### src/hdl/pdc_map.vh
// register map, field positions, reset values and timing counts
`ifndef PDC_MAP_VH
`define PDC_MAP_VH
`define PDC_CLK_MHZ        40
`define PDC_CLAMP_SHORT_NS 1700
`define PDC_CLAMP_LONG_NS  3400
`define PDC_CLAMP_SHORT_CYC ((`PDC_CLAMP_SHORT_NS * `PDC_CLK_MHZ) / 1000)
`define PDC_CLAMP_LONG_CYC  ((`PDC_CLAMP_LONG_NS * `PDC_CLK_MHZ) / 1000)
`define PDC_PULSE_NS       15
`define PDC_PULSE_CYC      1
`define PDC_CW             8
// register indexes (word addresses)
`define PDC_A_BANK00       4'h0
`define PDC_A_BANK01       4'h1
`define PDC_A_BANK10       4'h2
`define PDC_A_BANK11       4'h3
`define PDC_A_STATUS       4'h4
`define PDC_A_SLIM         4'h5
// bank (0,1) fields
`define PDC_B_HALF_N       9
`define PDC_B_TERM_SEL     10
// bank (1,0) fields
`define PDC_B_EQU_DIS_N    6
`define PDC_B_SLOW         19
`define PDC_B_PD_PWR_DN    2
`define PDC_B_WR_PWR_DN    3
`define PDC_B_BAND_SEL     4
`define PDC_B_QDLY_LO      0
// bank (1,1) fields
`define PDC_B_BAND_HOLD    2
`define PDC_B_OBSERVE      4
`define PDC_B_PORT_OE      9
`define PDC_B_PORT_IS      10
`define PDC_B_PREAMBLE     15
`define PDC_B_WG_POL       16
`define PDC_B_FGAIN1       18
`define PDC_B_FGAIN2       19
// reset values
`define PDC_RST_B01        20'h00200
`define PDC_RST_B10        20'h00040
`define PDC_RST_B11        20'h08008
`define PDC_RST_SLIM       8'h00
// gain codes
`define PDC_GAIN_AGC       2'h0
`define PDC_GAIN_4         2'h1
`define PDC_GAIN_8         2'h2
`define PDC_GAIN_12        2'h3
`endif

### src/hdl/pdc_clamp.v
// post-write input clamp timer
`include "pdc_map.vh"
module pdc_clamp (
  input  wire        i_sys_clk,
  input  wire        i_nrst,
  input  wire        i_write,
  input  wire        i_slow,
  output reg         o_clamp
);
  reg [`PDC_CW-1:0] cnt_r;
  // reload one short of the tail, since the count stops at zero
  localparam [31:0] LD_LONG  = `PDC_CLAMP_LONG_CYC - 1;
  localparam [31:0] LD_SHORT = `PDC_CLAMP_SHORT_CYC - 1;
  // hold clamp during write, then count down the chosen tail
  always @(posedge i_sys_clk or negedge i_nrst) begin
    if (!i_nrst) begin
      cnt_r   <= {`PDC_CW{1'b0}};
      o_clamp <= 1'b0;
    end else if (i_write) begin
      o_clamp <= 1'b1;
      cnt_r   <= i_slow ? LD_LONG[`PDC_CW-1:0] :
                          LD_SHORT[`PDC_CW-1:0];
    end else if (cnt_r != {`PDC_CW{1'b0}}) begin
      cnt_r <= cnt_r - 8'h01;
    end else begin
      o_clamp <= 1'b0;
    end
  end
endmodule

### src/hdl/pdc_qdelay.v
// qualification delay line, 0..3 steps of one cycle each
module pdc_qdelay (
  input  wire        i_sys_clk,
  input  wire        i_nrst,
  input  wire        i_qual,
  input  wire [1:0]  i_steps,
  output reg         o_qual_dly
);
  reg [2:0] tap_r;
  // one cycle stands in for one ~11 ns step; coarse at 40 MHz
  always @(posedge i_sys_clk or negedge i_nrst) begin
    if (!i_nrst) begin
      tap_r      <= 3'h0;
      o_qual_dly <= 1'b0;
    end else begin
      tap_r <= {tap_r[1:0], i_qual};
      case (i_steps)
        2'h0:    o_qual_dly <= i_qual;
        2'h1:    o_qual_dly <= tap_r[0];
        2'h2:    o_qual_dly <= tap_r[1];
        default: o_qual_dly <= tap_r[2];
      endcase
    end
  end
endmodule

### src/hdl/pdc_top.v
// pulse detector control: registers, clamp, gain, band switch, pins
// Notes on behaviour
// clamp amp inputs during write and for a tail after it.
// clamp tail is 3.4 us when slow bit high, 1.7 us otherwise.
// in write mode hold agc level and block amplifier input.
// configuration bit selects 68 or 130 ohm output drive.
// sixteen-step pulse slimming, one setting per channel filter.
// reduced-power output only when half and equalizer bits low.
// fixed gain bits decode to gains 4, 8 and 12.
// both fixed gain bits low leave gain under agc.
// qualification signal delayed up to three steps.
// delay is a two-bit field, zero to three steps.
// each detected pulse issued as fixed-width pulse.
// controller drives servo pins to gate and discharge detectors.
// write power-down keeps amp, clamp and biases powered.
// band switch deferred to hold high-then-low when enabled.
// bank 1,1 bit 2 enables deferred band switch, resets low.
// observe bit routes internal signals onto servo pins.
// bit, reset 0, drives detected pulses out on read pin.
// bit, reset 0, makes read pin an input to synchronizer.
// port bits decode to hi-z, output, input, input-test.
// preamble bit, reset 1, selects 3T field when high.
// polarity bit, reset low, inverts write gate sense.
//
// Decided for this implementation: the register offsets and the strobed register port.
`include "pdc_map.vh"
module pdc_top (
  input  wire        i_sys_clk,
  input  wire        i_nrst,
  input  wire [3:0]  i_addr,
  input  wire [19:0] i_wdata,
  input  wire        i_wr,
  input  wire        i_rd,
  output reg  [19:0] o_rdata,
  input  wire        i_write_gate,
  input  wire        i_hold,
  input  wire        i_servo_gate_sel_a,
  input  wire        i_servo_gate_sel_b,
  input  wire        i_servo_gate_sel_c,
  input  wire        i_zero_cross,
  input  wire        i_qual,
  input  wire        i_diff_pos,
  input  wire        i_diff_neg,
  input  wire        i_raw_read_pin,
  output reg         o_raw_read_pin,
  output reg         o_raw_read_pin_oe_n,
  output reg         o_sync_data,
  output reg         o_test_mode,
  output reg         o_amp_clamp,
  output reg         o_agc_hold,
  output reg         o_amp_input_block,
  output reg         o_term_130,
  output reg         o_low_power,
  output reg  [1:0]  o_gain_sel,
  output reg  [3:0]  o_slim_a,
  output reg  [3:0]  o_slim_b,
  output reg         o_band_sel,
  output reg         o_pd_power,
  output reg         o_amp_power,
  output reg         o_long_preamble_select,
  output reg  [3:0]  o_servo_gate,
  output reg         o_servo_out_a,
  output reg         o_servo_out_b,
  output reg         o_servo_out_c,
  output reg         o_servo_out_d,
  output reg         o_servo_dis,
  output reg         o_pulse
);
  reg  [19:0] bank01_r;
  reg  [19:0] bank10_r;
  reg  [19:0] bank11_r;
  reg  [7:0]  slim_r;
  reg         band_r;
  reg         band_pend_r;
  reg         hold_seen_r;
  reg         hold_d_r;
  reg         zc_d_r;
  wire        write_act;
  wire        clamp;
  wire        qual_dly;
  wire        port_oe;
  wire        port_is;
  wire        band_wr;
  wire        observe;
  wire        pulse_det;
  wire        low_pwr_req;
  reg         port_oe_n_nxt;
  reg         port_test_nxt;
  reg         port_drive_nxt;
  reg         port_to_sync_nxt;
  reg  [1:0]  gain_nxt;
  reg  [3:0]  gate_nxt;

  assign write_act = i_write_gate ^ bank11_r[`PDC_B_WG_POL];
  assign port_oe   = bank11_r[`PDC_B_PORT_OE];
  assign port_is   = bank11_r[`PDC_B_PORT_IS];
  assign observe   = bank11_r[`PDC_B_OBSERVE];
  assign band_wr   = i_wr && (i_addr == `PDC_A_BANK10);

  // qualified zero-cross rising edge, shared by every pulse consumer
  assign pulse_det   = i_zero_cross && !zc_d_r && qual_dly;
  // both power bits low; that mode can only drive the 130 ohm load
  assign low_pwr_req = !bank01_r[`PDC_B_HALF_N] &&
                       !bank10_r[`PDC_B_EQU_DIS_N];

  // read pin mode from {input select, output enable}
  always @* begin
    port_oe_n_nxt    = 1'b1;
    port_test_nxt    = 1'b0;
    port_drive_nxt   = 1'b0;
    port_to_sync_nxt = 1'b0;
    case ({port_is, port_oe})
      2'h0: begin
        port_oe_n_nxt = 1'b1; // hi-z, pulses still reach sync
      end
      2'h1: begin
        port_oe_n_nxt  = 1'b0;
        port_drive_nxt = 1'b1;
      end
      2'h2: begin
        port_to_sync_nxt = 1'b1;
      end
      default: begin
        port_to_sync_nxt = 1'b1;
        port_test_nxt    = 1'b1;
      end
    endcase
  end

  // fixed gain pair {second, first}; both low leaves agc in charge
  always @* begin
    case ({bank11_r[`PDC_B_FGAIN2], bank11_r[`PDC_B_FGAIN1]})
      2'h2:    gain_nxt = `PDC_GAIN_4;
      2'h1:    gain_nxt = `PDC_GAIN_8;
      2'h3:    gain_nxt = `PDC_GAIN_12;
      default: gain_nxt = `PDC_GAIN_AGC;
    endcase
  end

  // one burst detector per select code 1 to 4; observe mode parks them all
  always @* begin
    gate_nxt = 4'h0;
    if (!observe) begin
      case ({i_servo_gate_sel_c, i_servo_gate_sel_b, i_servo_gate_sel_a})
        3'h1:    gate_nxt = 4'h1;
        3'h2:    gate_nxt = 4'h2;
        3'h3:    gate_nxt = 4'h4;
        3'h4:    gate_nxt = 4'h8;
        default: gate_nxt = 4'h0;
      endcase
    end
  end

  pdc_clamp u_clamp (
    .i_sys_clk (i_sys_clk),
    .i_nrst    (i_nrst),
    .i_write   (write_act),
    .i_slow    (bank10_r[`PDC_B_SLOW]),
    .o_clamp   (clamp)
  );

  pdc_qdelay u_qdelay (
    .i_sys_clk  (i_sys_clk),
    .i_nrst     (i_nrst),
    .i_qual     (i_qual),
    .i_steps    (bank10_r[`PDC_B_QDLY_LO+1:`PDC_B_QDLY_LO]),
    .o_qual_dly (qual_dly)
  );

  // register writes; banks are write-only on the device, but read back here
  always @(posedge i_sys_clk or negedge i_nrst) begin
    if (!i_nrst) begin
      bank01_r <= `PDC_RST_B01;
      bank10_r <= `PDC_RST_B10;
      bank11_r <= `PDC_RST_B11;
      slim_r   <= `PDC_RST_SLIM;
    end else if (i_wr) begin
      case (i_addr)
        `PDC_A_BANK01: bank01_r <= i_wdata;
        `PDC_A_BANK10: bank10_r <= i_wdata;
        `PDC_A_BANK11: bank11_r <= i_wdata;
        `PDC_A_SLIM:   slim_r   <= i_wdata[7:0];
        default:       slim_r   <= slim_r;
      endcase
    end
  end

  // read data one cycle after the strobe; unmapped reads give zero
  always @(posedge i_sys_clk or negedge i_nrst) begin
    if (!i_nrst) begin
      o_rdata <= 20'h00000;
    end else if (i_rd) begin
      case (i_addr)
        `PDC_A_BANK01: o_rdata <= bank01_r;
        `PDC_A_BANK10: o_rdata <= bank10_r;
        `PDC_A_BANK11: o_rdata <= bank11_r;
        `PDC_A_SLIM:   o_rdata <= {12'h000, slim_r};
        `PDC_A_STATUS: o_rdata <= {15'h0000, band_pend_r, band_r,
                                   o_test_mode, clamp, write_act};
        default:       o_rdata <= 20'h00000;
      endcase
    end else begin
      o_rdata <= 20'h00000;
    end
  end

  // band switch: immediate, or deferred until hold rises then falls
  always @(posedge i_sys_clk or negedge i_nrst) begin
    if (!i_nrst) begin
      band_r      <= 1'b0;
      band_pend_r <= 1'b0;
      hold_seen_r <= 1'b0;
      hold_d_r    <= 1'b0;
    end else begin
      hold_d_r <= i_hold;
      if (!bank11_r[`PDC_B_BAND_HOLD]) begin
        band_r      <= bank10_r[`PDC_B_BAND_SEL];
        band_pend_r <= 1'b0;
        hold_seen_r <= 1'b0;
      end else if (band_wr) begin
        // a fresh write restarts the wait for a full hold cycle
        band_pend_r <= 1'b1;
        hold_seen_r <= 1'b0;
      end else if (band_pend_r) begin
        if (i_hold && !hold_d_r) begin
          hold_seen_r <= 1'b1;
        end
        if (hold_seen_r && !i_hold && hold_d_r) begin
          band_r      <= bank10_r[`PDC_B_BAND_SEL];
          band_pend_r <= 1'b0;
          hold_seen_r <= 1'b0;
        end
      end
    end
  end

  // amplifier controls, gain and power
  always @(posedge i_sys_clk or negedge i_nrst) begin
    if (!i_nrst) begin
      o_amp_clamp       <= 1'b0;
      o_agc_hold        <= 1'b0;
      o_amp_input_block <= 1'b0;
      o_term_130        <= 1'b0;
      o_low_power       <= 1'b0;
      o_gain_sel        <= `PDC_GAIN_AGC;
      o_slim_a          <= 4'h0;
      o_slim_b          <= 4'h0;
      o_band_sel        <= 1'b0;
      o_pd_power        <= 1'b1;
      o_amp_power       <= 1'b1;
    end else begin
      o_amp_clamp       <= clamp;
      // agc frozen for write or hold, input blocked only for write itself
      o_agc_hold        <= write_act | i_hold;
      o_amp_input_block <= write_act;
      o_low_power       <= low_pwr_req;
      // low power forces the lighter 130 ohm drive
      o_term_130        <= bank01_r[`PDC_B_TERM_SEL] || low_pwr_req;
      o_gain_sel        <= gain_nxt;
      o_slim_a   <= slim_r[3:0];
      o_slim_b   <= slim_r[7:4];
      o_band_sel <= band_r;
      o_pd_power <= !bank10_r[`PDC_B_PD_PWR_DN] &&
                    !(bank10_r[`PDC_B_WR_PWR_DN] && write_act);
      // amplifier, clamp and biases stay up in write power-down
      o_amp_power <= !bank10_r[`PDC_B_PD_PWR_DN];
    end
  end

  // pulse shaping, read pin and servo pins
  always @(posedge i_sys_clk or negedge i_nrst) begin
    if (!i_nrst) begin
      zc_d_r                 <= 1'b0;
      o_pulse                <= 1'b0;
      o_raw_read_pin         <= 1'b0;
      o_raw_read_pin_oe_n    <= 1'b1;
      o_sync_data            <= 1'b0;
      o_test_mode            <= 1'b0;
      o_long_preamble_select <= 1'b1;
      o_servo_gate           <= 4'h0;
      o_servo_dis            <= 1'b0;
      o_servo_out_a          <= 1'b0;
      o_servo_out_b          <= 1'b0;
      o_servo_out_c          <= 1'b0;
      o_servo_out_d          <= 1'b0;
    end else begin
      zc_d_r  <= i_zero_cross;
      // one cycle (25 ns) is the nearest width to 15 ns here
      o_pulse             <= pulse_det;
      o_raw_read_pin      <= port_drive_nxt && pulse_det;
      o_raw_read_pin_oe_n <= port_oe_n_nxt;
      o_test_mode         <= port_test_nxt;
      o_sync_data         <= port_to_sync_nxt ? i_raw_read_pin :
                             pulse_det;
      o_long_preamble_select <= bank11_r[`PDC_B_PREAMBLE];
      // servo select pins decoded to one gate or a discharge
      o_servo_dis  <= !observe && i_servo_gate_sel_c &&
                      i_servo_gate_sel_b && i_servo_gate_sel_a;
      o_servo_gate <= gate_nxt;
      o_servo_out_a <= observe & i_diff_pos;
      o_servo_out_b <= observe & i_diff_neg;
      o_servo_out_c <= observe & i_zero_cross;
      o_servo_out_d <= observe & qual_dly;
    end
  end
endmodule

### config.mk
export PLATFORM = sky130hd
export DESIGN_NAME = pdc_top
export DESIGN_NICKNAME = d
export VERILOG_FILES = /design/src/hdl/pdc_clamp.v /design/src/hdl/pdc_qdelay.v /design/src/hdl/pdc_top.v
export VERILOG_INCLUDE_DIRS = /design/src /design/src/hdl
export SDC_FILE = /design/constraint.sdc
export NUM_CORES = 1
export LEC_CHECK = 0
export ABC_AREA = 1
export ABC_CLOCK_PERIOD_IN_PS = 3100
export BUFFER_PORTS_ARGS = -buffer_cell sky130_fd_sc_hd__buf_2
export CAP_MARGIN = 20
export CORE_UTILIZATION = 32
export CTS_BUF_LIST = sky130_fd_sc_hd__clkbuf_8
export DETAILED_ROUTE_END_ITERATION = 6
export RECOVER_POWER = 25
export SLEW_MARGIN = 10
export SYNTH_ARGS = -nofsm -noshare
export SYNTH_HDL_FRONTEND = slang
export SYNTH_SLANG_ARGS = --single-unit
### constraint.sdc
create_clock -name i_sys_clk -period 3.1 [get_ports i_sys_clk]
set_input_delay 0.62 -clock i_sys_clk [delete_from_list [all_inputs] [get_ports i_sys_clk]]
set_output_delay 0.62 -clock i_sys_clk [all_outputs]
set_load 0.01 [all_outputs]
=== Word level (Yosys, flattened, before mapping) ===
Index checks and enable logic that the tools add are counted.

* Reductions and logical operators: 34
* Multiplexer cells: 28
* $add $sub $neg: 1
* Bitwise gates (word level): 6
* Equality and inequality tests: 22

{| class="wikitable"
|+ Operators by type and width
! operator !! number
|-
| one-hot mux 20 bit (5 select lines) || 1
|-
| two-way mux 8 bit || 3
|-
| two-way mux 20 bit || 1
|-
| two-way mux 1 bit || 19
|-
| one-hot mux 4 bit (4 select lines) || 1
|-
| logical AND 1 bit || 13
|-
| AND reduction 2 bit || 5
|-
| equality test 2 bit, second input constant || 4
|-
| equality test 4 x 2 -> 1 bit, second input constant || 2
|-
| equality test 4 x 3 -> 1 bit, second input constant || 2
|-
| logical NOT 1 bit || 8
|-
| nonzero test 8 bit || 1
|-
| subtractor 8 x 1 -> 8 bit, second input constant || 1
|-
| equality test 2 x 1 -> 1 bit, second input constant || 3
|-
| equality test 3 x 2 -> 1 bit, second input constant || 2
|-
| one-hot mux 2 bit (3 select lines) || 1
|-
| AND 1 bit || 4
|-
| equality test 4 x 1 -> 1 bit, second input constant || 1
|-
| logical NOT 2 bit || 2
|-
| two-way mux 4 bit || 1
|-
| != test 2 x 1 -> 1 bit, second input constant || 2
|-
| != test 2 bit, second input constant || 2
|-
| != test 4 x 1 -> 1 bit, second input constant || 1
|-
| equality test 3 x 1 -> 1 bit, second input constant || 1
|-
| 10 further kinds || 10
|}

* Output and inout bits: 53
* Logic and storage cells: 128
* Input bits: 38
* Flip-flop bits (word level): 139

=== Longest topological paths before layout ===
Gate-level depths: netlist (run 1).

* Word-level depth: 7
* Depth in mapped cells: 8
* Depth with buffers taken out: 8

=== Hierarchy ===
From an unflattened synthesis (run 1), not the netlist that was laid out.

* Cell total of the unflattened synthesis: 619
* Area total of the unflattened synthesis: 5627.9 um2

{| class="wikitable"
|+ By module, submodules not included
! module !! sequential area each (um2) !! instances !! area each (um2) !! cells an instance
|-
| pdc_top || 3163.0 || 1 || 4951.0 || 530
|-
| pdc_clamp || 225.2 || 1 || 525.5 || 72
|-
| pdc_qdelay || 100.1 || 1 || 151.4 || 17
|}

=== Worst setup path before layout (run 1) ===
No wires, ideal clock.

* Path kind: input -> register
* Start: input i_addr[2]
* End: register bank11_r[11]
* Library setup time: 0.119 ns
* Required time: 2.981 ns
* Stages on the path: 7
* Setup slack: 1.650 ns
* Arrival: 1.331 ns
* Path buffers: 1
* Cells stage by stage: inv_1 -> nand2_2 -> nor2_4 -> nand2_4 -> buf_4 -> nand2_1 -> o21ai_2

* Longest elaborated chain between the ends: 2

{| class="wikitable"
|+ Ends and longest elaborated chain
! what !! RTL line !! RTL
|-
| start, declared || pdc_top.v:30 || <nowiki>input wire [3:0] i_addr,</nowiki>
|-
| equality test 4 x 2 -> 1 bit || pdc_top.v:178 || <nowiki>case (i_addr)</nowiki>
|-
| AND reduction 2 bit (no line) || n/a ||
|-
| end signal, assigned || pdc_top.v:175 || <nowiki>bank11_r <= `PDC_RST_B11;</nowiki>
|-
| end signal, assigned || pdc_top.v:181 || <nowiki>`PDC_A_BANK11: bank11_r <= i_wdata;</nowiki>
|-
| end, declared || pdc_top.v:71 || <nowiki>reg [19:0] bank11_r;</nowiki>
|}

Every way passes these cells.
A chain may end at the register's enable or synchronous reset.

=== Worst setup path after layout (run 1) ===
* Start: register o_amp_power
* End: output o_amp_power

{| class="wikitable"
|+ RTL lines
! what !! RTL line !! RTL
|-
| start, declared || pdc_top.v:59 || <nowiki>output reg o_amp_power,</nowiki>
|-
| start signal, assigned || pdc_top.v:266 || <nowiki>o_amp_power <= !bank10_r[`PDC_B_PD_PWR_DN];</nowiki>
|}

No word-level cell between the ends.

==> results of run 1 <==
[kinds of logic (layout without fill, tap and decap cells)]
family	after synthesis	in the layout	share of synthesized area
buf+inv	80	184	0.07337
fa+ha+maj	2	2	0.004393
simple gates	302	302	0.2241
xor+xnor	2	2	0.003076
compound gates	77	77	0.08260
flops	139	139	0.6125
[where the power goes]
group	switching [mW]	total (mW)	internal [mW]	leakage, nW
logic	0.419	0.688	0.269	1.64
clock network	0.698	1.60	0.901	0.221
registers	0.195	2.33	2.14	1.76
[path summary, 6_finish.rpt]
kind | startpoint | to | depth (start not counted)
max in group asynchronous | i_nrst | o_raw_read_pin_oe_n | 2
hold reg to reg | u_qdelay.tap_r[0] | u_qdelay.tap_r[1] | 0
setup / recovery | o_amp_power | o_amp_power | 1
setup reg to reg | u_clamp.cnt_r[0] | u_clamp.cnt_r[0] | 7
hold / removal | i_qual | u_qdelay.tap_r[0] | 1
min in group asynchronous | i_nrst | o_servo_gate[1] | 1
[metal layers]
| layer | wire length [um] | share of wire | vias to the layer above |
|---|---|---|---|
| met5 | 0 | 0 | - |
| met4 | 302 | 0.025 | 0 |
| met3 | 681 | 0.056 | 22 |
| met2 | 5690 | 0.47 | 99 |
| met1 | 5550 | 0.45 | 1923 |
| li1 | - | - | 2075 |
[synthesized netlist by cell type]
cell and instances:
nor2_1 45, buf_6 14, buf_2 1, nor3_1 4, ha_1 2, nand2_1 196, nor3b_1 1, buf_4 3
o21ai_2 22, clkbuf_1 3, dfstp_2 8, dfrtp_1 131, inv_1 59, nand2_4 4, o21bai_1 1, xor2_1 2
a21oi_1 1, or2_2 2, nor2_4 5, nand3_1 41, o21ai_0 23, nand2_2 3, nand4_1 1, o21ai_1 30
[sequential cells by signal (all words and copies together) (netlist names), 2 cells and up]
name,count
slim_r,8
o_slim_b,4
u_qdelay.tap_r,3
bank10_r,20
o_servo_gate,4
o_slim_a,4
bank11_r,20
bank01_r,20
u_clamp.cnt_r,8
o_rdata,20
o_gain_sel,2
[cell type report]
cell class / instances / area (um^2)
Fill cell: 1726 / 10650
Inverter: 59 / 221.5
Clock inverter: 14 / 192.7
Tap cell: 225 / 281.5
Sequential cell: 139 / 3488
Clock buffer: 18 / 247.7
Multi-Input combinational cell: 383 / 1789
Timing Repair Buffer: 93 / 481.7
==> results.tsv, run 1 <==
stage	metric	value	unit
yosys	synthesized flop and latch total	139	
finish	layout net count	733	
routing	Via Count	4119	
finish	most common cell after layout, fill and taps aside	nand2_1	
routing	WL final	12220	um
global_route	number of global-route vias before repair	3945	
sta	final-report hold violation count	0	
finish	Finished Layout Cells	931	
finish	antenna cells	0	
clock_tree	Root Buffer	clkbuf_8	
setup_path	Top delay family on crit path	flip-flops	
power	Leak	3.627	nW
setup_path	crit path DAT	1080	ps
floorplan	starting density of the core	0.3281	
clock_tree	Worst-Skew Late Latency	440	ps
sta	setup_tns	0	ps
routing	vias per cell	4.424	
clock_tree	CTS buffer count	17	
global_route	met2 usage in global routing	0.2234	
global_route	GRT Util Overall	0.1445	
clock_tree	post-CTS setup buffers	0	
clock_tree	H-Tree Depth	4	
hold_path	HP Class	in -> reg	
setup_path	CP Capture Type	output port	
placement	placed insts	899	
finish	final core utilization	0.3862	
status	status	complete, but fails checks	
finish	most frequent cells in the layout	nand2_1, dfrtp_1, buf_2	
yosys	register area share after synthesis	0.6125	
routing	TritonRoute pass-1 iters	4	
flow_run	maxcap violations	1	
floorplan	total die area	18340	um^2
sta	slew at the pin with the worst max-slew slack	1572	ps
sta	final slew viol count	62	
power	maximum VDD drop	0.2675	mV
clock_tree	Max clock buf depth	2	
sta	Worst slew margin	-0.04803	
setup_path	Reg2Reg Setup Slack	1680	ps
sta	Peak Freq	0.5881	GHz
setup_path	Buf/Inv on CP	1	
routing	antenna-violating nets left	0	
yosys	post-synth cell types	24	
floorplan	io pins	91	
global_route	global route total overflow	0	
global_route	met1 Track Usage GR	0.1887	
finish	post-route cell area	6703	um^2
setup_path	Worst Path Max Fanout	1	
sta	period utilization	0.5485	
floorplan	num rows	48	
setup_path	slowest CP cell	dfstp_2	
yosys	Syn Area/Cell	9.461	um^2
setup_path	Crit Path Class	reg -> out	
floorplan	Die H	135.4	um
clock_tree	CTS sink count	139	
yosys	Synth Warn #	0	
power	Final Power	4.621	mW
sta	Final Skew	8.908	ps
global_route	initial antenna violation count	0	
routing	DRC Markers	0	
yosys	Gate Count Post-Synth	602	
sta	worst setup margin	1400	ps
power	Pwr Density	689.4	nW/um^2
clock_tree	hold_buf cts	0	
placement	post-DP HPWL	8527	um
finish	area grow syn2layout	17.68	%
yosys	top post-synthesis cells by area	dfrtp_1, nand2_1, inv_1, dfstp_2, nand3_1	
sta	Final setup viols	0	
global_route	global-route wire length before repair	19930	um
status	failing checks	capacitance limit, slew limit	
yosys	Net Count, Synth	642	
placement	pre-CTS WS	961.1	ps
routing	routed len/inst	13.13	um
placement	routability cong.	0.8115	
global_route	met3 usage	0.03741	
routing	DR iter-0 viols	200	
yosys	Cell Area, Synth	5695	um^2
setup_path	Critical Path RT	2480	ps
sta	fin crit period	1700	ps
global_route	GRT Max-Usage Layer	met2	
sta	RSZ-0062 raised after global routing	no	
finish	share of layout cells above drive strength 1	0.2337	
yosys	Yosys top cell by area	dfrtp_1	
placement	IO buf count	90	
clock_tree	CTS resizes	0	
placement	DP Area	6272	um^2
clock_tree	CTS tree	built	
setup_path	CP cell instances	buf_2	
global_route	largest net degree at the start of global routing	63	
setup_path	CP Launch Type	register	
floorplan	die width	135.4	um
floorplan	Core Region	17360	um^2
clock_tree	CTS clk-pin slew, worst paths	80	ps
setup_path	Critical Path Max Stage Delay	520	ps
sta	hold slack	312.2	ps
yosys	post-synth top area share	0.5756	
Note: power is estimated with default switching activity, not from simulation.
==> run 2, diff against run 1 <==
--- a/config.mk
+++ b/config.mk
@@ -7,7 +7,7 @@
 export NUM_CORES = 1
 export LEC_CHECK = 0
 export ABC_AREA = 1
-export ABC_CLOCK_PERIOD_IN_PS = 3100
+export ABC_CLOCK_PERIOD_IN_PS = 1570
 export BUFFER_PORTS_ARGS = -buffer_cell sky130_fd_sc_hd__buf_2
 export CAP_MARGIN = 20
 export CORE_UTILIZATION = 32
==> constraint.sdc (replaced) <==
create_clock -name i_sys_clk -period 1.57 [get_ports i_sys_clk]
set_input_delay 0.314 -clock i_sys_clk [delete_from_list [all_inputs] [get_ports i_sys_clk]]
set_output_delay 0.314 -clock i_sys_clk [all_outputs]
set_load 0.01 [all_outputs]
==> run 2 against run 1 <==
Compared with the run above: the run now ends clean; critical endpoint is now o_long_preamble_select; highest routed layer is now met5; total power increased by 95%; flip-flop and latch count unchanged; worst setup slack got worse by 1200 ps.
==> results.tsv, run 2 (synthesis results as in run 1) <==
stage	metric	value	unit
setup_path	Buf/Inv on CP	1	
finish	area grow syn2layout	19.49	%
clock_tree	CTS tree	built	
setup_path	CP Launch Type	register	
finish	most common cell after layout, fill and taps aside	nand2_1	
setup_path	CP cell instances	buf_2	
routing	DR iter-0 viols	232	
floorplan	io pins	91	
setup_path	Crit Path Class	reg -> out	
floorplan	Core Region	17360	um^2
setup_path	worst reg2reg endpoint	u_clamp.cnt_r[1]	
hold_path	hold depth	2	
clock_tree	CTS buffer count	17	
setup_path	worst reg-to-reg path cell count	7	
global_route	number of global-route vias before repair	4073	
placement	placed insts	909	
sta	slew at the pin with the worst max-slew slack	622.4	ps
setup_path	CP Capture Type	output port	
setup_path	Reg2Reg Setup Slack	230	ps
floorplan	die width	135.4	um
clock_tree	Max clock buf depth	2	
power	Final Power	9.010	mW
global_route	global-route wire length before repair	21110	um
routing	antenna-violating nets left	0	
sta	final-report hold violation count	0	
routing	Via Count	4148	
routing	DRC Markers	0	
global_route	global route total overflow	0	
hold_path	Hold Crit Start	i_servo_gate_sel_a	
power	Leak	3.682	nW
power	maximum VDD drop	0.4983	mV
sta	Final Skew	15.73	ps
routing	WL final	12620	um
clock_tree	post-CTS setup buffers	0	
floorplan	total die area	18340	um^2
finish	most frequent cells in the layout	nand2_1, dfrtp_1, buf_2	
global_route	largest net degree at the start of global routing	43	
finish	Finished Layout Cells	945	
sta	fin crit period	1383	ps
setup_path	Worst Path Max Fanout	1	
floorplan	num rows	48	
sta	period utilization	0.8806	
clock_tree	CTS clk-pin slew, worst paths	80	ps
setup_path	slowest CP cell	dfstp_2	
sta	setup_tns	0	ps
global_route	initial antenna violation count	2	
global_route	GRT Util Overall	0.1517	
routing	TritonRoute pass-1 iters	5	
finish	layout net count	747	
clock_tree	H-Tree Depth	4	
power	Pwr Density	1324	nW/um^2
clock_tree	Worst-Skew Late Latency	430	ps
finish	share of layout cells above drive strength 1	0.2420	
clock_tree	Root Buffer	clkbuf_8	
routing	vias per cell	4.389	
clock_tree	CTS resizes	0	
floorplan	Die H	135.4	um
sta	Worst slew margin	0.5851	
setup_path	Critical Path RT	1260	ps
clock_tree	CTS sink count	139	
flow_run	maxcap violations	0	
sta	final slew viol count	0	
sta	Peak Freq	0.7233	GHz
setup_path	RR Startpoint	u_clamp.cnt_r[0]	
sta	RSZ-0062 raised after global routing	no	
status	status	complete, no violations	
floorplan	starting density of the core	0.3281	
placement	post-DP HPWL	8896	um
routing	routed len/inst	13.35	um
finish	final core utilization	0.3921	
hold_path	HP Class	in -> reg	
placement	routability cong.	0.8177	
placement	IO buf count	90	
setup_path	Top delay family on crit path	flip-flops	
setup_path	Critical Path Max Stage Delay	520	ps
setup_path	crit path DAT	1070	ps
hold_path	hold endpoint	o_servo_gate[3]	
sta	Final setup viols	0	
[run 2: cell count changes in the layout (fill, tap and decap cells not counted), sizes merged]
cell	change
buf	+10
bufinv	-1
clkinv	-1
clkinvlp	+1
diode	+1
dlygate4sd3	+4
[run 2: where the power goes]
part           internal (mW)  total [mW]  switching, mW
clock                   1.61        2.99           1.37
sequential              4.22        4.62          0.400
combinational          0.570        1.40          0.830
[run 2: stage by stage]
step	hold WS [ps]	worst slack (ps)	instance area, um^2
after floorplan	18.41	348.4	5695
after CTS	38.34	151.7	6814
after global placement	187.8	133.4	6360
after global routing	24.27	61.57	6803
final	72.14	187.5	6805
after detailed placement	186.2	110.7	6360
[run 2: worst max-delay path by stage]
| stage | from | end | slack (ps) | cells after the start |
|---|---|---|---|---|
| floorplan | u_clamp.cnt_r[0] | u_clamp.cnt_r[0] | 350 | 7 |
| global placement | i_addr[2] | bank11_r[12] | 130 | 7 |
| detailed placement | i_addr[2] | bank11_r[11] | 110 | 7 |
| CTS | o_long_preamble_select | o_long_preamble_select | 150 | 1 |
| global route | u_clamp.cnt_r[0] | u_clamp.cnt_r[1] | 60 | 6 |
| finish | o_long_preamble_select | o_long_preamble_select | 190 | 1 |
[run 2: worst register-to-register path: stages, from the launching register on]
cell and delay [ps]:
dfrtp_1 380, inv_1 110, ha_1 150, nand2_1 50
nor2_1 220, nand2_2 150, nand2_1 80, o21ai_0 80
[run 2: cell type report]
type,instances,area (um^2)
timing repair buffer,107,608.1
inverter,59,221.5
sequential,139,3488
fill,1748,10550
clock inverter,13,166.4
clock buffer,18,247.7
tap,225,281.5
multi-input combinational,383,1789
antenna,1,2.502
[run 2: what timing repair did]
| item | CTS | global route |
|---|---|---|
| endpoints found under the hold margin | 28 | 0 |
| hold buffers | 4 | 0 |
| setup endpoints to repair | 0 | 0 |
[run 2: layer usage]
layer | wire (um) | GRT usage | vias up
met1 | 5965 | 0.2040 | 1953
met3 | 521 | 0.04527 | 12
met5 | 13 | 0 | -
li1 | - | - | 2090
met2 | 5983 | 0.2342 | 91
met4 | 131 | 0.04744 | 2
